$ cat src/adc_seq_defs.svh
// Register offsets, field positions, reset values and timing counts of the conversion sequencer
`ifndef ADC_SEQ_DEFS_SVH
`define ADC_SEQ_DEFS_SVH
`define OFS_PRIMARY_CONTROL 4'h0
`define OFS_SECONDARY_CONTROL 4'h1
`define OFS_CONVERSION_RESULT 4'h2
`define OFS_POSITIVE_OFFSET_TRIM 4'h3
`define OFS_NEGATIVE_OFFSET_TRIM 4'h4
`define OFS_CLEAR_DONE 4'h5
`define PC_START_BIT 0
`define PC_CONT_BIT 1
`define PC_CHOP_BIT 2
`define PC_MUTE_BIT 3
`define PC_SIGN_BIT 4
`define PC_SE_BIT 5
`define PC_DONE_BIT 6
`define SC_SMPL_LSB 0
`define SC_STORE_LSB 4
`define SC_NRS_LSB 8
`define SC_ATTN_LSB 11
`define SC_I20U_BIT 13
`define TRIM_RESET 10'h200
`define SAMPLE_CYCLES_PER_STEP 8
`define HANDSHAKE_SYNC_CYCLES 2
`endif

$ cat src/adc_seq_pkg.sv
// Types shared by the conversion sequencer and its accumulator
package adc_seq_pkg;
  typedef enum logic [2:0] {st_idle, st_sample, st_convert, st_store, st_finish} seq_state_t;
  typedef enum logic [1:0] {attn_bypass, attn_div2, attn_div3, attn_div4} attn_t;
endpackage

$ cat src/adc_seq_acc_if.sv
// Link between the sequencer and its accumulator
`timescale 1ns/100ps
interface adc_seq_acc_if;
  logic clear;
  logic add;
  logic [9:0] sample;
  logic [2:0] shift;
  logic [15:0] result;
  modport seq (output clear, output add, output sample, output shift, input result);
  modport acc (input clear, input add, input sample, input shift, output result);
endinterface

$ cat src/adc_conversion_sequencer.sv
// Conversion sequencer: register file, phase timing, averaging, chopping and storage
`timescale 1ns/100ps
`include "adc_seq_defs.svh"
module adc_conversion_sequencer
  import adc_seq_pkg::*;
#(
  parameter int unsigned STEP_CYCLES = `SAMPLE_CYCLES_PER_STEP,
  parameter int unsigned SYNC_CYCLES = `HANDSHAKE_SYNC_CYCLES
)
(
  input wire logic clock,
  input wire logic rst_n,
  input wire logic [3:0] reg_addr,
  input wire logic [15:0] reg_wdata,
  input wire logic reg_write,
  input wire logic reg_read,
  output logic [15:0] reg_rdata,
  output logic core_sample,
  output logic core_start,
  output logic core_sign,
  output logic core_mute,
  output logic core_single_ended,
  output logic [1:0] core_attn,
  output logic core_dummy_load,
  output logic [9:0] core_trim_pos,
  output logic [9:0] core_trim_neg,
  input wire logic core_ready,
  input wire logic [9:0] core_data
);
  // The sample counter is eight bits wide, so fifteen steps must fit below 256
  if (STEP_CYCLES == 0 || STEP_CYCLES > 17)
  begin : g_step_check
    $error("sample step count out of range");
  end
  // The handshake synchroniser is built two flip-flops deep
  if (SYNC_CYCLES != 2)
  begin : g_sync_check
    $error("only a two-stage synchroniser is provided");
  end

  typedef struct packed {
    seq_state_t st;
    logic start_busy;
    logic cont;
    logic chop;
    logic mute;
    logic sign;
    logic single_ended;
    logic done_flag;
    logic [3:0] smpl_time;
    logic [3:0] store_del;
    logic [2:0] nrs;
    attn_t attn;
    logic dummy;
    logic [9:0] trim_p;
    logic [9:0] trim_n;
    logic [15:0] result;
    logic [9:0] last_sample;
    logic [7:0] count;
    logic [8:0] conv_left;
    logic conv_sign;
    logic got_data;
    logic ready_s1;
    logic ready_s2;
    logic ready_s3;
    logic [9:0] data_s1;
    logic [9:0] data_s2;
    logic [15:0] rdata;
    logic sample_out;
    logic start_out;
  } seq_t;

  seq_t state;
  seq_t next_state;
  logic ready_rise;
  adc_seq_acc_if acc_link ();

  // A fresh rising edge is needed: the core leaves ready high from the previous conversion
  assign ready_rise = state.ready_s2 && !state.ready_s3;

  adc_seq_acc acc_inst (
    .clock(clock),
    .rst_n(rst_n),
    .bus(acc_link.acc)
  );

  function automatic logic hit(input logic [3:0] addr, input logic [3:0] ofs);
    hit = (addr == ofs);
  endfunction

  // Chop forces at least two conversions even with exponent zero
  function automatic logic [8:0] conv_total(input logic [2:0] n, input logic chop_on);
    logic [8:0] t;
    t = 9'h001 << n;
    if (chop_on && n == 3'h0)
      t = 9'h002;
    conv_total = t;
  endfunction

  function automatic logic [2:0] div_shift(input logic [2:0] n, input logic chop_on);
    div_shift = (chop_on && n == 3'h0) ? 3'h1 : n;
  endfunction

  // Primary control write, used only by the relaunch decision in the finish state
  function automatic logic primary_write(input logic wr, input logic [3:0] addr);
    primary_write = wr && hit(addr, `OFS_PRIMARY_CONTROL);
  endfunction

  always_comb
  begin
    next_state = state;
    acc_link.clear = 1'b0;
    acc_link.add = 1'b0;
    acc_link.sample = state.data_s2;
    acc_link.shift = div_shift(state.nrs, state.chop);
    // Two-stage synchronisers for the core's handshake and data
    next_state.ready_s1 = core_ready;
    next_state.ready_s2 = state.ready_s1;
    next_state.ready_s3 = state.ready_s2;
    next_state.data_s1 = core_data;
    next_state.data_s2 = state.data_s1;
    next_state.sample_out = 1'b0;
    next_state.start_out = 1'b0;
    next_state.rdata = 16'h0000;

    // Register reads, no side effects
    if (reg_read)
    begin
      if (hit(reg_addr, `OFS_PRIMARY_CONTROL))
        next_state.rdata = {9'h000, state.done_flag, state.single_ended, state.sign,
          state.mute, state.chop, state.cont, state.start_busy};
      else if (hit(reg_addr, `OFS_SECONDARY_CONTROL))
        next_state.rdata = {2'h0, state.dummy, state.attn, state.nrs, state.store_del,
          state.smpl_time};
      else if (hit(reg_addr, `OFS_CONVERSION_RESULT))
        next_state.rdata = state.result;
      else if (hit(reg_addr, `OFS_POSITIVE_OFFSET_TRIM))
        next_state.rdata = {6'h00, state.trim_p};
      else if (hit(reg_addr, `OFS_NEGATIVE_OFFSET_TRIM))
        next_state.rdata = {6'h00, state.trim_n};
      else
        next_state.rdata = 16'h0000;
    end

    // Register writes; a done set in the finish state below wins over a clear
    if (reg_write)
    begin
      if (hit(reg_addr, `OFS_PRIMARY_CONTROL))
      begin
        next_state.cont = reg_wdata[`PC_CONT_BIT];
        next_state.chop = reg_wdata[`PC_CHOP_BIT];
        next_state.mute = reg_wdata[`PC_MUTE_BIT];
        next_state.sign = reg_wdata[`PC_SIGN_BIT];
        next_state.single_ended = reg_wdata[`PC_SE_BIT];
        // A start while busy is ignored
        if (reg_wdata[`PC_START_BIT] && !state.start_busy)
          next_state.start_busy = 1'b1;
      end
      else if (hit(reg_addr, `OFS_SECONDARY_CONTROL))
      begin
        next_state.smpl_time = reg_wdata[`SC_SMPL_LSB +: 4];
        next_state.store_del = reg_wdata[`SC_STORE_LSB +: 4];
        next_state.nrs = reg_wdata[`SC_NRS_LSB +: 3];
        next_state.attn = attn_t'(reg_wdata[`SC_ATTN_LSB +: 2]);
        next_state.dummy = reg_wdata[`SC_I20U_BIT];
      end
      else if (hit(reg_addr, `OFS_POSITIVE_OFFSET_TRIM))
        next_state.trim_p = reg_wdata[9:0];
      else if (hit(reg_addr, `OFS_NEGATIVE_OFFSET_TRIM))
        next_state.trim_n = reg_wdata[9:0];
      else if (hit(reg_addr, `OFS_CLEAR_DONE))
        next_state.done_flag = 1'b0;
    end

    case (state.st)
      st_idle:
      begin
        // Launch reloads the count so a new exponent or chop setting takes effect
        if (state.start_busy)
        begin
          acc_link.clear = 1'b1;
          next_state.conv_left = conv_total(state.nrs, state.chop);
          next_state.conv_sign = state.sign;
          next_state.count = 8'h00;
          next_state.st = st_sample;
        end
      end
      st_sample:
      begin
        next_state.sample_out = 1'b1;
        next_state.count = state.count + 8'h01;
        // Zero sample time still gives the two-cycle minimum
        if (state.count + 8'h01 >=
          ((state.smpl_time == 4'h0) ? 8'h02 : state.smpl_time * STEP_CYCLES[7:0]))
        begin
          next_state.count = 8'h00;
          next_state.got_data = 1'b0;
          next_state.start_out = 1'b1;
          next_state.st = st_convert;
        end
      end
      st_convert:
      begin
        next_state.count = state.count + 8'h01;
        if (ready_rise)
          next_state.got_data = 1'b1;
        if (state.store_del == 4'h0)
        begin
          // Handshake: wait for a fresh synchronised ready after two convert cycles
          if ((ready_rise || state.got_data) && state.count >= 8'h01)
            next_state.st = st_store;
        end
        else if (state.count >= {4'h0, state.store_del})
          next_state.st = st_store;
      end
      st_store:
      begin
        acc_link.add = 1'b1;
        // Stale data reused when fixed delay ran out before the core finished
        if (!state.got_data && state.store_del != 4'h0)
          acc_link.sample = state.last_sample;
        else
          next_state.last_sample = state.data_s2;
        next_state.conv_left = state.conv_left - 9'h001;
        if (state.chop)
          next_state.conv_sign = ~state.conv_sign;
        next_state.count = 8'h00;
        if (state.conv_left == 9'h001)
          next_state.st = st_finish;
        else
          next_state.st = st_sample;
      end
      st_finish:
      begin
        next_state.result = acc_link.result;
        next_state.done_flag = 1'b1;
        // A write clearing the continuous bit in this very cycle stops the relaunch
        if (state.cont && !(primary_write(reg_write, reg_addr) && !reg_wdata[`PC_CONT_BIT]))
        begin
          acc_link.clear = 1'b1;
          next_state.conv_left = conv_total(state.nrs, state.chop);
          next_state.conv_sign = state.sign;
          next_state.st = st_sample;
        end
        else
        begin
          next_state.start_busy = 1'b0;
          next_state.st = st_idle;
        end
      end
      default:
        next_state.st = st_idle;
    endcase
  end

  always_ff @(posedge clock or negedge rst_n)
  begin
    if (!rst_n)
    begin
      state <= '0;
      state.st <= st_idle;
      state.attn <= attn_bypass;
      // Trims leave reset at neutral mid-scale
      state.trim_p <= `TRIM_RESET;
      state.trim_n <= `TRIM_RESET;
    end
    else
      state <= next_state;
  end

  assign reg_rdata = state.rdata;
  assign core_sample = state.sample_out;
  assign core_start = state.start_out;
  assign core_sign = state.conv_sign;
  assign core_mute = state.mute;
  assign core_single_ended = state.single_ended;
  assign core_attn = state.attn;
  assign core_dummy_load = state.dummy;
  assign core_trim_pos = state.trim_p;
  assign core_trim_neg = state.trim_n;
endmodule // adc_conversion_sequencer

$ cat src/adc_seq_acc.sv
// Sample accumulator that averages 2^N samples into a 16-bit left-aligned result
`timescale 1ns/100ps
module adc_seq_acc
  import adc_seq_pkg::*;
(
  input wire logic clock,
  input wire logic rst_n,
  adc_seq_acc_if.acc bus
);
  typedef struct packed {
    logic [17:0] sum;
  } acc_state_t;
  acc_state_t state;
  acc_state_t next_state;
  logic [23:0] scaled;
  always_comb
  begin
    next_state = state;
    if (bus.clear)
      next_state.sum = 18'h0_0000;
    else if (bus.add)
      next_state.sum = state.sum + {8'h00, bus.sample};
  end
  always_ff @(posedge clock or negedge rst_n)
  begin
    if (!rst_n)
      state <= '0;
    else
      state <= next_state;
  end
  // Left align then divide; fractional bits kept below the 10-bit width
  always_comb
  begin
    scaled = {state.sum, 6'h00} >> bus.shift;
  end
  assign bus.result = scaled[15:0];
endmodule // adc_seq_acc

$ cat config.mk
export PLATFORM = sky130hd
export DESIGN_NAME = adc_conversion_sequencer
export DESIGN_NICKNAME = d
export VERILOG_FILES = /design/src/adc_seq_pkg.sv /design/src/adc_seq_acc_if.sv /design/src/adc_conversion_sequencer.sv /design/src/adc_seq_acc.sv
export VERILOG_INCLUDE_DIRS = /design/src
export SDC_FILE = /design/constraint.sdc
export NUM_CORES = 1
export LEC_CHECK = 0
export BUFFER_PORTS_ARGS = -buffer_cell sky130_fd_sc_hd__buf_2
export CORE_MARGIN = 3
export CORE_UTILIZATION = 60
export DETAILED_ROUTE_END_ITERATION = 8
export PLACE_DENSITY = 0.83
export SLEW_MARGIN = 15
export SYNTH_ARGS = -nofsm -noshare
export SYNTH_HDL_FRONTEND = slang
export SYNTH_HIERARCHICAL = 1
export SYNTH_SLANG_ARGS = --single-unit
$ cat constraint.sdc
create_clock -name clock -period 5 [get_ports clock]
set_input_delay 1.5 -clock clock [delete_from_list [all_inputs] [get_ports clock]]
set_output_delay 1.5 -clock clock [all_outputs]
set_load 0.02 [all_outputs]
Yosys cells after proc, flatten, opt, wreduce, memory -nomap -nowiden

Cells that the tools add are included.
Widths: inputs -> output; s select.

Register bits after elaboration: 148
Bits of input ports: 35
Output and inout port bits: 44
Logic and storage cells: 151

$add $sub $neg: 3
Order comparisons: 3
Eq/ne operators: 21
Shift-type cells: 2
Muxes and demuxes: 52
Bitwise operators: 4
Reductions and logical operators: 36

Operator list:

| kind                | number |
|---|---|
| $mux 10             | 8 |
| $mux 16             | 4 |
| $mux 18             | 3 |
| $mux 41             | 1 |
| $mux 35             | 1 |
| $pmux 8 s4          | 1 |
| $pmux 10 s3         | 1 |
| $shr 24x3->16       | 1 |
| $mux 3              | 7 |
| $mux 20             | 1 |
| $add 18x10->18      | 1 |
| $mux 1              | 16 |
| $pmux 3 s5          | 1 |
| $mux 14             | 1 |
| $logic_not 4->1     | 3 |
| $reduce_and 4->1    | 3 |
| $ne 2x2->1 const B  | 5 |
| $eq 9x1->1 const B  | 1 |
| $mux 9              | 1 |
| $reduce_and 3->1    | 3 |
| $shl 1x3->9 const A | 1 |
| $sub 9x1->9 const B | 1 |
| $add 8x1->8 const B | 1 |
| $eq 4x2->1 const B  | 2 |
| other kinds (26)    | 53 |

Longest topological paths before layout

Gate-level depths: netlist of the first run.

Depth in word-level cells: 9
Depth in mapped cells: 13

Cells and area by module

The synthesis of the first run kept the hierarchy.

By module, submodules not included:

| module                   | instances | cells an instance | area each (µm²) |
|---|---|---|---|
| adc_conversion_sequencer | 1         | 533               | 6208.5 |
| adc_seq_acc              | 1         | 228               | 1873.0 |

Least setup slack after synthesis of the first run

OpenSTA, ideal clock, no wires.

Kind: input to register
From: in reg_addr[1]
To: reg acc_inst/state[16] (netlist bit)
Data arrival time: 3196 ps
Setup slack: 1677 ps
Cell stages on the path: 9
Path buffers: 1
Path through: or3_1 clkbuf_1 o211ai_2 nand2_1 o211a_1 and2_1 nand4_1 a21oi_1 mux2_1

Word-level cells in the longest chain between the ends: 8
Elaborated cells between the ends (all ways): 9
Classes of those cells: mux: 3; reduce/logical: 6

Ends and longest elaborated chain:

| what                                         | line                            | RTL |
|---|---|---|
| start: declaration                           | adc_conversion_sequencer.sv:13  | `input wire logic [3:0] reg_addr,` |
| $logic_not 4->1 *                            | adc_conversion_sequencer.sv:88  | `hit = (addr == ofs);` |
| $logic_and 1x1->1 *                          | adc_conversion_sequencer.sv:106 | `` primary_write = wr && hit(addr, `OFS_PRIMARY_CONTROL); `` |
| $logic_and 1x1->1 *                          | adc_conversion_sequencer.sv:238 | `` if (state.cont && !(primary_write(reg_write, reg_addr) && !reg_wdata[`PC_CONT_BIT])) `` |
| $logic_not 1->1 *                            | adc_conversion_sequencer.sv:238 |  |
| $logic_and 1x1->1 *                          | adc_conversion_sequencer.sv:238 |  |
| $mux 1 *                                     | adc_conversion_sequencer.sv:238 |  |
| $pmux 1 s2 *                                 | adc_conversion_sequencer.sv:175 | `case (state.st)` |
| named net acc_link.clear                     | adc_seq_acc_if.sv:4             | `logic clear;` |
| $mux 18 or $reduce_bool 2->1 (tied branches) | --                              |  |
| end signal: assignment                       | adc_seq_acc.sv:29               | `state <= next_state;` |
| end: declaration                             | adc_seq_acc.sv:13               | `acc_state_t state;` |

Mark *: on every way through the listed nets, which the timed path passes. The rest lies on a longest branch.
A chain may end at the register's enable or synchronous reset.

Final worst setup path of the first run

From: reg state[128] (netlist bit)
To: reg acc_inst/state[12] (netlist bit)

Word-level cells in the longest chain between the ends: 5
Elaborated cells between the ends (all ways): 10
Classes of those cells: add/sub: 1; eq/ne: 2; mux: 5; reduce/logical: 2

Ends and longest elaborated chain:

| what                         | line                            | RTL |
|---|---|---|
| start: declaration           | adc_conversion_sequencer.sv:73  | `seq_t state;` |
| start signal: assignment     | adc_conversion_sequencer.sv:268 | `state <= next_state;` |
| $eq 3x2->1                   | adc_conversion_sequencer.sv:175 |  |
| $mux 10                      | adc_conversion_sequencer.sv:175 |  |
| named net acc_link.sample[0] | adc_seq_acc_if.sv:6             | `logic [9:0] sample;` |
| $add 18x10->18               | adc_seq_acc.sv:22               | `next_state.sum = state.sum + {8'h00, bus.sample};` |
| $mux 18                      | adc_seq_acc.sv:21               | `else if (bus.add)` |
| $mux 18                      | adc_seq_acc.sv:19               | `if (bus.clear)` |

The timed path passes the listed nets, and every way through them passes these cells. The select of a mux whose other input is x is not followed.

==> metrics.cfg, run 1 <==
[setup_path]
arrival_ns = 3.80
r2r_start = state[128]
cp-start-kind = flip-flop
cp_top_family = multiplexers
cpPeakStageDelay_ns = 0.58
crit_chain = nand3b_1, buf_4, nor3_4, mux2_2, ha_1, inv_1, fa_1, nor2b_4, o31a_4, o21ai_2, a21oi_1, mux2_1
crit_path_end_kind = flip-flop
crit_cells = 12
critPathMaxFanout = 20
worstRegToRegCells = 12
path_class = flip-flop to flip-flop
r2r_slack_ns = 1.51
crit_start = state[128]
r2r-end = acc_inst/state[12]
critPathBufInv = 2
critPathRequiredTime_ns = 5.31
cp_slowest_cell = dfrtp_1

[timing]
report.final.slew_viol_count = 0
tightestPinTransition_ns = 0.786
setup_tns_ns = 0
finalSetupViolCount = 0
period_share = 0.698
rsz0062_at_grt = no
fmax_mhz = 286
maxSlewHeadroom = 0.474
skew_ns = 0.00915
hold_viol = 0
min_period_ns = 3.49

[synth]
seq_area_frac_synth = 0.455
yosys_warnings = 6
async_flop_share = 1.00
synthDistinctLibCells = 82
synth_edf_count = 0
syn_area_per_cell_sq_um = 10.6
synth_fp_nets = 821
synthTopCellsByArea = dfrtp_1, mux2_2, buf_4
synthCells = 761
synth_top_area_share = 0.449
synth_ff_type = dfrtp_1
ys_ff_latch = 147
synth_top_area_cell = dfrtp_1
yosysMostFrequentCell = dfrtp_1
syn_area_sq_um = 8080
synth_common_cells = dfrtp_1, mux2_2, nand2_1

[cells_and_area]
drive_gt1_frac = 0.290
syn_to_final_growth_pct = 9.44
antenna_cells = 0
utilization = 0.687
final_nets = 846

[clock_tree]
ctsResizeCount = 0
ctsLongestPathBuffers = 2
hold_buffers = 0
clock_latency_ns = 0.43
cts_setup_buffers = 0
cts_root_buffer = clkbuf_16
clock-sinks = 147
cts_tree = yes
cts_buffers = 17
clk_pin_slew_ns = 0.06
cts.htree.levels = 4

[routing]
via_count = 5956
vias_per_cell = 6.13
wl_mm = 17.7
drtAntennaViolNets = 0
drt_iter0_markers = 658
drc = 0
wl_per_cell_um = 18.2
drtPass1Iterations = 5

[grt]
grt_use_total = 0.248
antenna_found_initial = 0
grt_max_degree = 74
grt_pass1_wl_mm = 28.9
grt_pass1_vias = 5844
gr-total-overflow = 0

[floorplan]
io-pin-count = 79
start_util = 0.628
die_h_um = 122
die_w_um = 122
die-area_sq_um = 14900
core_area_sq_um = 12900
rows = 41

[hold_path]
whs_endpoint = state[21]
hold_start = next_state[21]
holdPathStages = 0
holdCritPathClass = flip-flop to flip-flop

[power]
ir_worst_vdd_uv = 329
power.density_nw_per_um2 = 534
p_leak_nw = 4.20

[placed_design]
port_buffers = 76
gp_congestion = 0.915
place_hpwl_mm = 12.4

[run]
cap_violations = 0

[run_status]
outcome = finished, final reports clean

## layout by cell type, fill, tap and decap left out, types with 3 or more instances in the layout
cell type,netlist,final
clkinvlp_4,0,3
and2_1,7,7
mux2_1,4,4
nand2b_1,4,4
or3_1,5,5
o211ai_1,4,4
a22oi_1,18,18
clkbuf_16,0,17
a21oi_1,39,39
a22o_1,6,6
a211oi_1,4,4
nor3b_1,7,6
a21boi_0,4,4
buf_4,41,7
a31oi_1,6,6
inv_6,0,3
nand2_1,51,51
mux2i_1,21,21
xnor2_1,5,5
ha_1,24,24
a21o_1,6,6
dfrtp_1,145,145
mux2_2,89,89
nor2_1,50,50
and3_1,7,7
nand3_1,14,14
buf_2,13,75
nor3_1,13,13
nand4_1,3,3
nor4_1,4,4
o211ai_2,3,3
nor2b_1,15,15
nand3b_1,4,4
o21ai_0,32,32
inv_1,28,28
## sequential cells by signal, summed over array words and instances, names as in the netlist, 2 cells and up
register        cells
reg_rdata          16
state              74
core_trim_pos      10
next_state         12
core_trim_neg      10
core_attn           2
acc_inst/state     17
## metal layers
layer | wire length [um] | up-vias | GRT usage
li1 | - | 2749 | -
met1 | 7400 | 2912 | 0.314
met2 | 8750 | 252 | 0.417
met3 | 1090 | 43 | 0.0501
met4 | 470 | 0 | 0.101
met5 | 0 | - | 0
## where the power goes
| part | total (mW) | internal, mW | switching, mW |
|---|---|---|---|
| combinational | 1.66 | 0.723 | 0.941 |
| clock | 1.26 | 0.754 | 0.511 |
| sequential | 1.79 | 1.48 | 0.318 |
| total | 4.72 | 2.95 | 1.77 |
## cells by family after synthesis
| kind of cell | count (synthesis) | share of synthesized area |
|---|---|---|
| AO/OA/AOI/OAI | 157 | 0.134 |
| XOR/XNOR | 7 | 0.00759 |
| adder cells (fa/ha/maj) | 25 | 0.0396 |
| buffers and inverters | 106 | 0.0737 |
| flip-flops | 147 | 0.455 |
| multiplexers | 115 | 0.158 |
| AND/OR/NAND/NOR | 204 | 0.131 |
## per-stage QoR
| stage | worst slack, ns | total power, mW | cells | hold slack [ns] | instance area, sq um |
|---|---|---|---|---|---|
| global route | 1.26 | 5.01 | 971 | 0.352 | 8840 |
| CTS | 1.52 | 4.72 | 971 | 0.348 | 8840 |
| finish | 1.51 | 4.72 | 971 | 0.347 | 8840 |
| global placement | 1.20 | 3.33 | 939 | 0.332 | 8250 |
| detailed placement | 1.13 | 3.44 | 939 | 0.336 | 8250 |
| floorplan | 1.68 | 3.08 | 761 | 0.331 | 8080 |
## area by class of cell
class	instances	area, sq um
Fill cell	937	4030
Multi-Input combinational cell	508	3810
Sequential cell	147	3680
Clock buffer	19	443
Timing Repair Buffer	83	439
Tap cell	172	215
Clock inverter	13	148
Inverter	29	109
## how the worst max path moves through the flow
stage / slack, ns / to
6_report: 1.51 / acc_inst/state[12]
5_1_grt: 1.26 / acc_inst/state[16]
4_1_cts: 1.52 / acc_inst/state[12]
3_5_place_dp: 1.13 / acc_inst/state[16]
3_3_place_gp: 1.20 / acc_inst/state[16]
2_1_floorplan: 1.68 / acc_inst/state[16]
No activity file was read; power rests on OpenSTA's default activity.
==> inputs of run 2 (changes only) <==
--- a/config.mk
+++ b/config.mk
@@ -6,11 +6,12 @@
 export SDC_FILE = /design/constraint.sdc
 export NUM_CORES = 1
 export LEC_CHECK = 0
+export ABC_AREA = 1
 export BUFFER_PORTS_ARGS = -buffer_cell sky130_fd_sc_hd__buf_2
 export CORE_MARGIN = 3
-export CORE_UTILIZATION = 60
+export CORE_UTILIZATION = 54
 export DETAILED_ROUTE_END_ITERATION = 8
-export PLACE_DENSITY = 0.83
+export PLACE_DENSITY = 0.79
 export SLEW_MARGIN = 15
 export SYNTH_ARGS = -nofsm -noshare
 export SYNTH_HDL_FRONTEND = slang
==> constraint.sdc (replaced) <==
create_clock -name clock -period 3.2 [get_ports clock]
set_input_delay 0.96 -clock clock [delete_from_list [all_inputs] [get_ports clock]]
set_output_delay 0.96 -clock clock [all_outputs]
set_load 0.02 [all_outputs]
==> metrics.cfg, run 2 <==
[hold_path]
holdPathStages = 0
hold_start = next_state[39]
whs_endpoint = next_state[38]
holdCritPathClass = flip-flop to flip-flop

[timing]
whs_ns = 0.346
maxSlewHeadroom = 0.507
rsz0062_at_grt = no
finalWorstSetupSlack_ns = 0.391
skew_ns = 0.00712
hold_viol = 0
finalSetupViolCount = 0
period_share = 0.878
report.final.slew_viol_count = 0
setup_tns_ns = 0
tightestPinTransition_ns = 0.737
min_period_ns = 2.81
fmax_mhz = 356

[run_status]
outcome = finished, final reports clean

[routing]
vias_per_cell = 5.32
drtAntennaViolNets = 0
drtPass1Iterations = 5
wl_per_cell_um = 14.2
drc = 0
wl_mm = 18.1
drt_iter0_markers = 646
via_count = 6769

[cells_and_area]
final_cell_mix = nand2_1, dfrtp_1, inv_1
fin_area_sq_um = 8950
syn_to_final_growth_pct = 11.1
regMostFlops = state
final_common_cell = nand2_1
largest_reg_flops = 74
drive_gt1_frac = 0.153
antenna_cells = 0
fin_cells = 1272
final_nets = 1135
nFillCells = 1232

[setup_path]
critPathMaxFanout = 16
cp-start-kind = flip-flop
crit_chain = nor2_1, a31oi_1, inv_1, buf_4, a21oi_1, o21ai_0, o21ai_0, ha_1, nand2_1, nand3_1, nand3_1, nand3_2, a21oi_1, nor2_1
worstRegToRegCells = 14
cp_slowest_cell = dfrtp_1
cpPeakStageDelay_ns = 0.44
r2r_slack_ns = 0.39
r2r_start = state[115]
critPathRequiredTime_ns = 3.51
arrival_ns = 3.12
r2r-end = acc_inst/state[16]
crit_path_end_kind = flip-flop
path_class = flip-flop to flip-flop

[placed_design]
dp.cells = 1240
gp_congestion = 0.923
port_buffers = 76
place_hpwl_mm = 13.1
place_area_sq_um = 8320
dp_slack_ns = 0.350

[run]
cap_violations = 0

[grt]
antenna_found_initial = 0
gr-total-overflow = 0
grt_pass1_vias = 6228
grt_use_total = 0.229
grt_max_degree = 78
grt_pass1_wl_mm = 30.2

[floorplan]
die_h_um = 128
rows = 44
io-pin-count = 79
core_area_sq_um = 14600
start_util = 0.552
die-area_sq_um = 16400
die_w_um = 128

[clock_tree]
ctsResizeCount = 0
clock-sinks = 147
cts_root_buffer = clkbuf_16
clock_latency_ns = 0.43
cts_tree = yes
cts_setup_buffers = 0
cts.htree.levels = 4
hold_buffers = 0
cts_buffers = 17
clk_pin_slew_ns = 0.06
ctsLongestPathBuffers = 2

[power]
power.density_nw_per_um2 = 810
ir_worst_vdd_uv = 445
p_leak_nw = 4.74

[synth]
synthCells = 1037
yosys_warnings = 6
synth_edf_count = 0
seq_area_frac_synth = 0.457
synth_top_area_cell = dfrtp_1
async_flop_share = 1.00
ys_ff_latch = 147
syn_area_sq_um = 8060
synth_top_area_share = 0.450
synth_fp_nets = 1097
synthDistinctLibCells = 47
syn_area_per_cell_sq_um = 7.77
yosysMostFrequentCell = nand2_1
synth_ff_type = dfrtp_1
synth_common_cells = nand2_1, dfrtp_1, inv_1
synthTopCellsByArea = dfrtp_1, nand2_1, o21ai_0

==> run 2: cell count changes in the layout (fill, tap and decap cells not counted), moves of 19 or more <==
cell,change
mux2i_1,-19
o21ai_0,+68
nand3_1,+28
inv_1,+89
nand2_1,+264
mux2_2,-86
==> run 2: cell families (layout without fill, tap and decap cells) <==
family	Yosys count	count (layout)	synth area share
AND/OR/NAND/NOR	464	464	0.242
buffers and inverters	199	250	0.117
AO/OA/AOI/OAI	187	187	0.126
flip-flops	147	147	0.457
adder cells (fa/ha/maj)	25	25	0.0398
XOR/XNOR	10	10	0.0109
multiplexers	5	5	0.00668
==> run 2: area by class of cell <==
cell class,instances,area [sq um],area share
Inverter,126,473,0.0528
Clock buffer,18,429,0.0479
Sequential cell,147,3680,0.411
Multi-Input combinational cell,691,3430,0.383
Tap cell,184,230,0.0257
Clock inverter,14,200,0.0224
Timing Repair Buffer,92,507,0.0566
==> run 2: layer usage <==
metal  wire length (um)  track usage
met4                385       0.0737
met5                  0            0
met2               8630        0.368
met3                963       0.0488
met1               8070        0.310
==> run 2: per-stage QoR <==
stage                     power [mW]   util
after floorplan                 4.54      -
after global placement          5.01  0.570
after detailed placement        5.10  0.570
after CTS                       7.27  0.614
after global routing            7.80  0.614
final                           7.25  0.614
==> run 2: worst max path at each step <==
stage,end,start
finish,acc_inst/state[16],state[115]
CTS,acc_inst/state[16],state[113]
detailed placement,acc_inst/state[16],reg_addr[0]
global placement,acc_inst/state[16],reg_addr[0]
global route,acc_inst/state[6],state[115]
floorplan,acc_inst/state[8],state[129]
==> run 2: critical path: cells and delay by family (launching register included) <==
| family | cells | cell delay [ns] |
|---|---|---|
| fa+ha+maj | 1 | 0.35 |
| buf+inv | 2 | 0.42 |
| flops | 1 | 0.44 |
| compound gates | 5 | 0.69 |
| simple gates | 6 | 0.76 |
==> run 2: report_power, final <==
part	internal, mW	switching [mW]
Clock	1.32	0.815
Combinational	0.876	1.71
Sequential	2.24	0.297
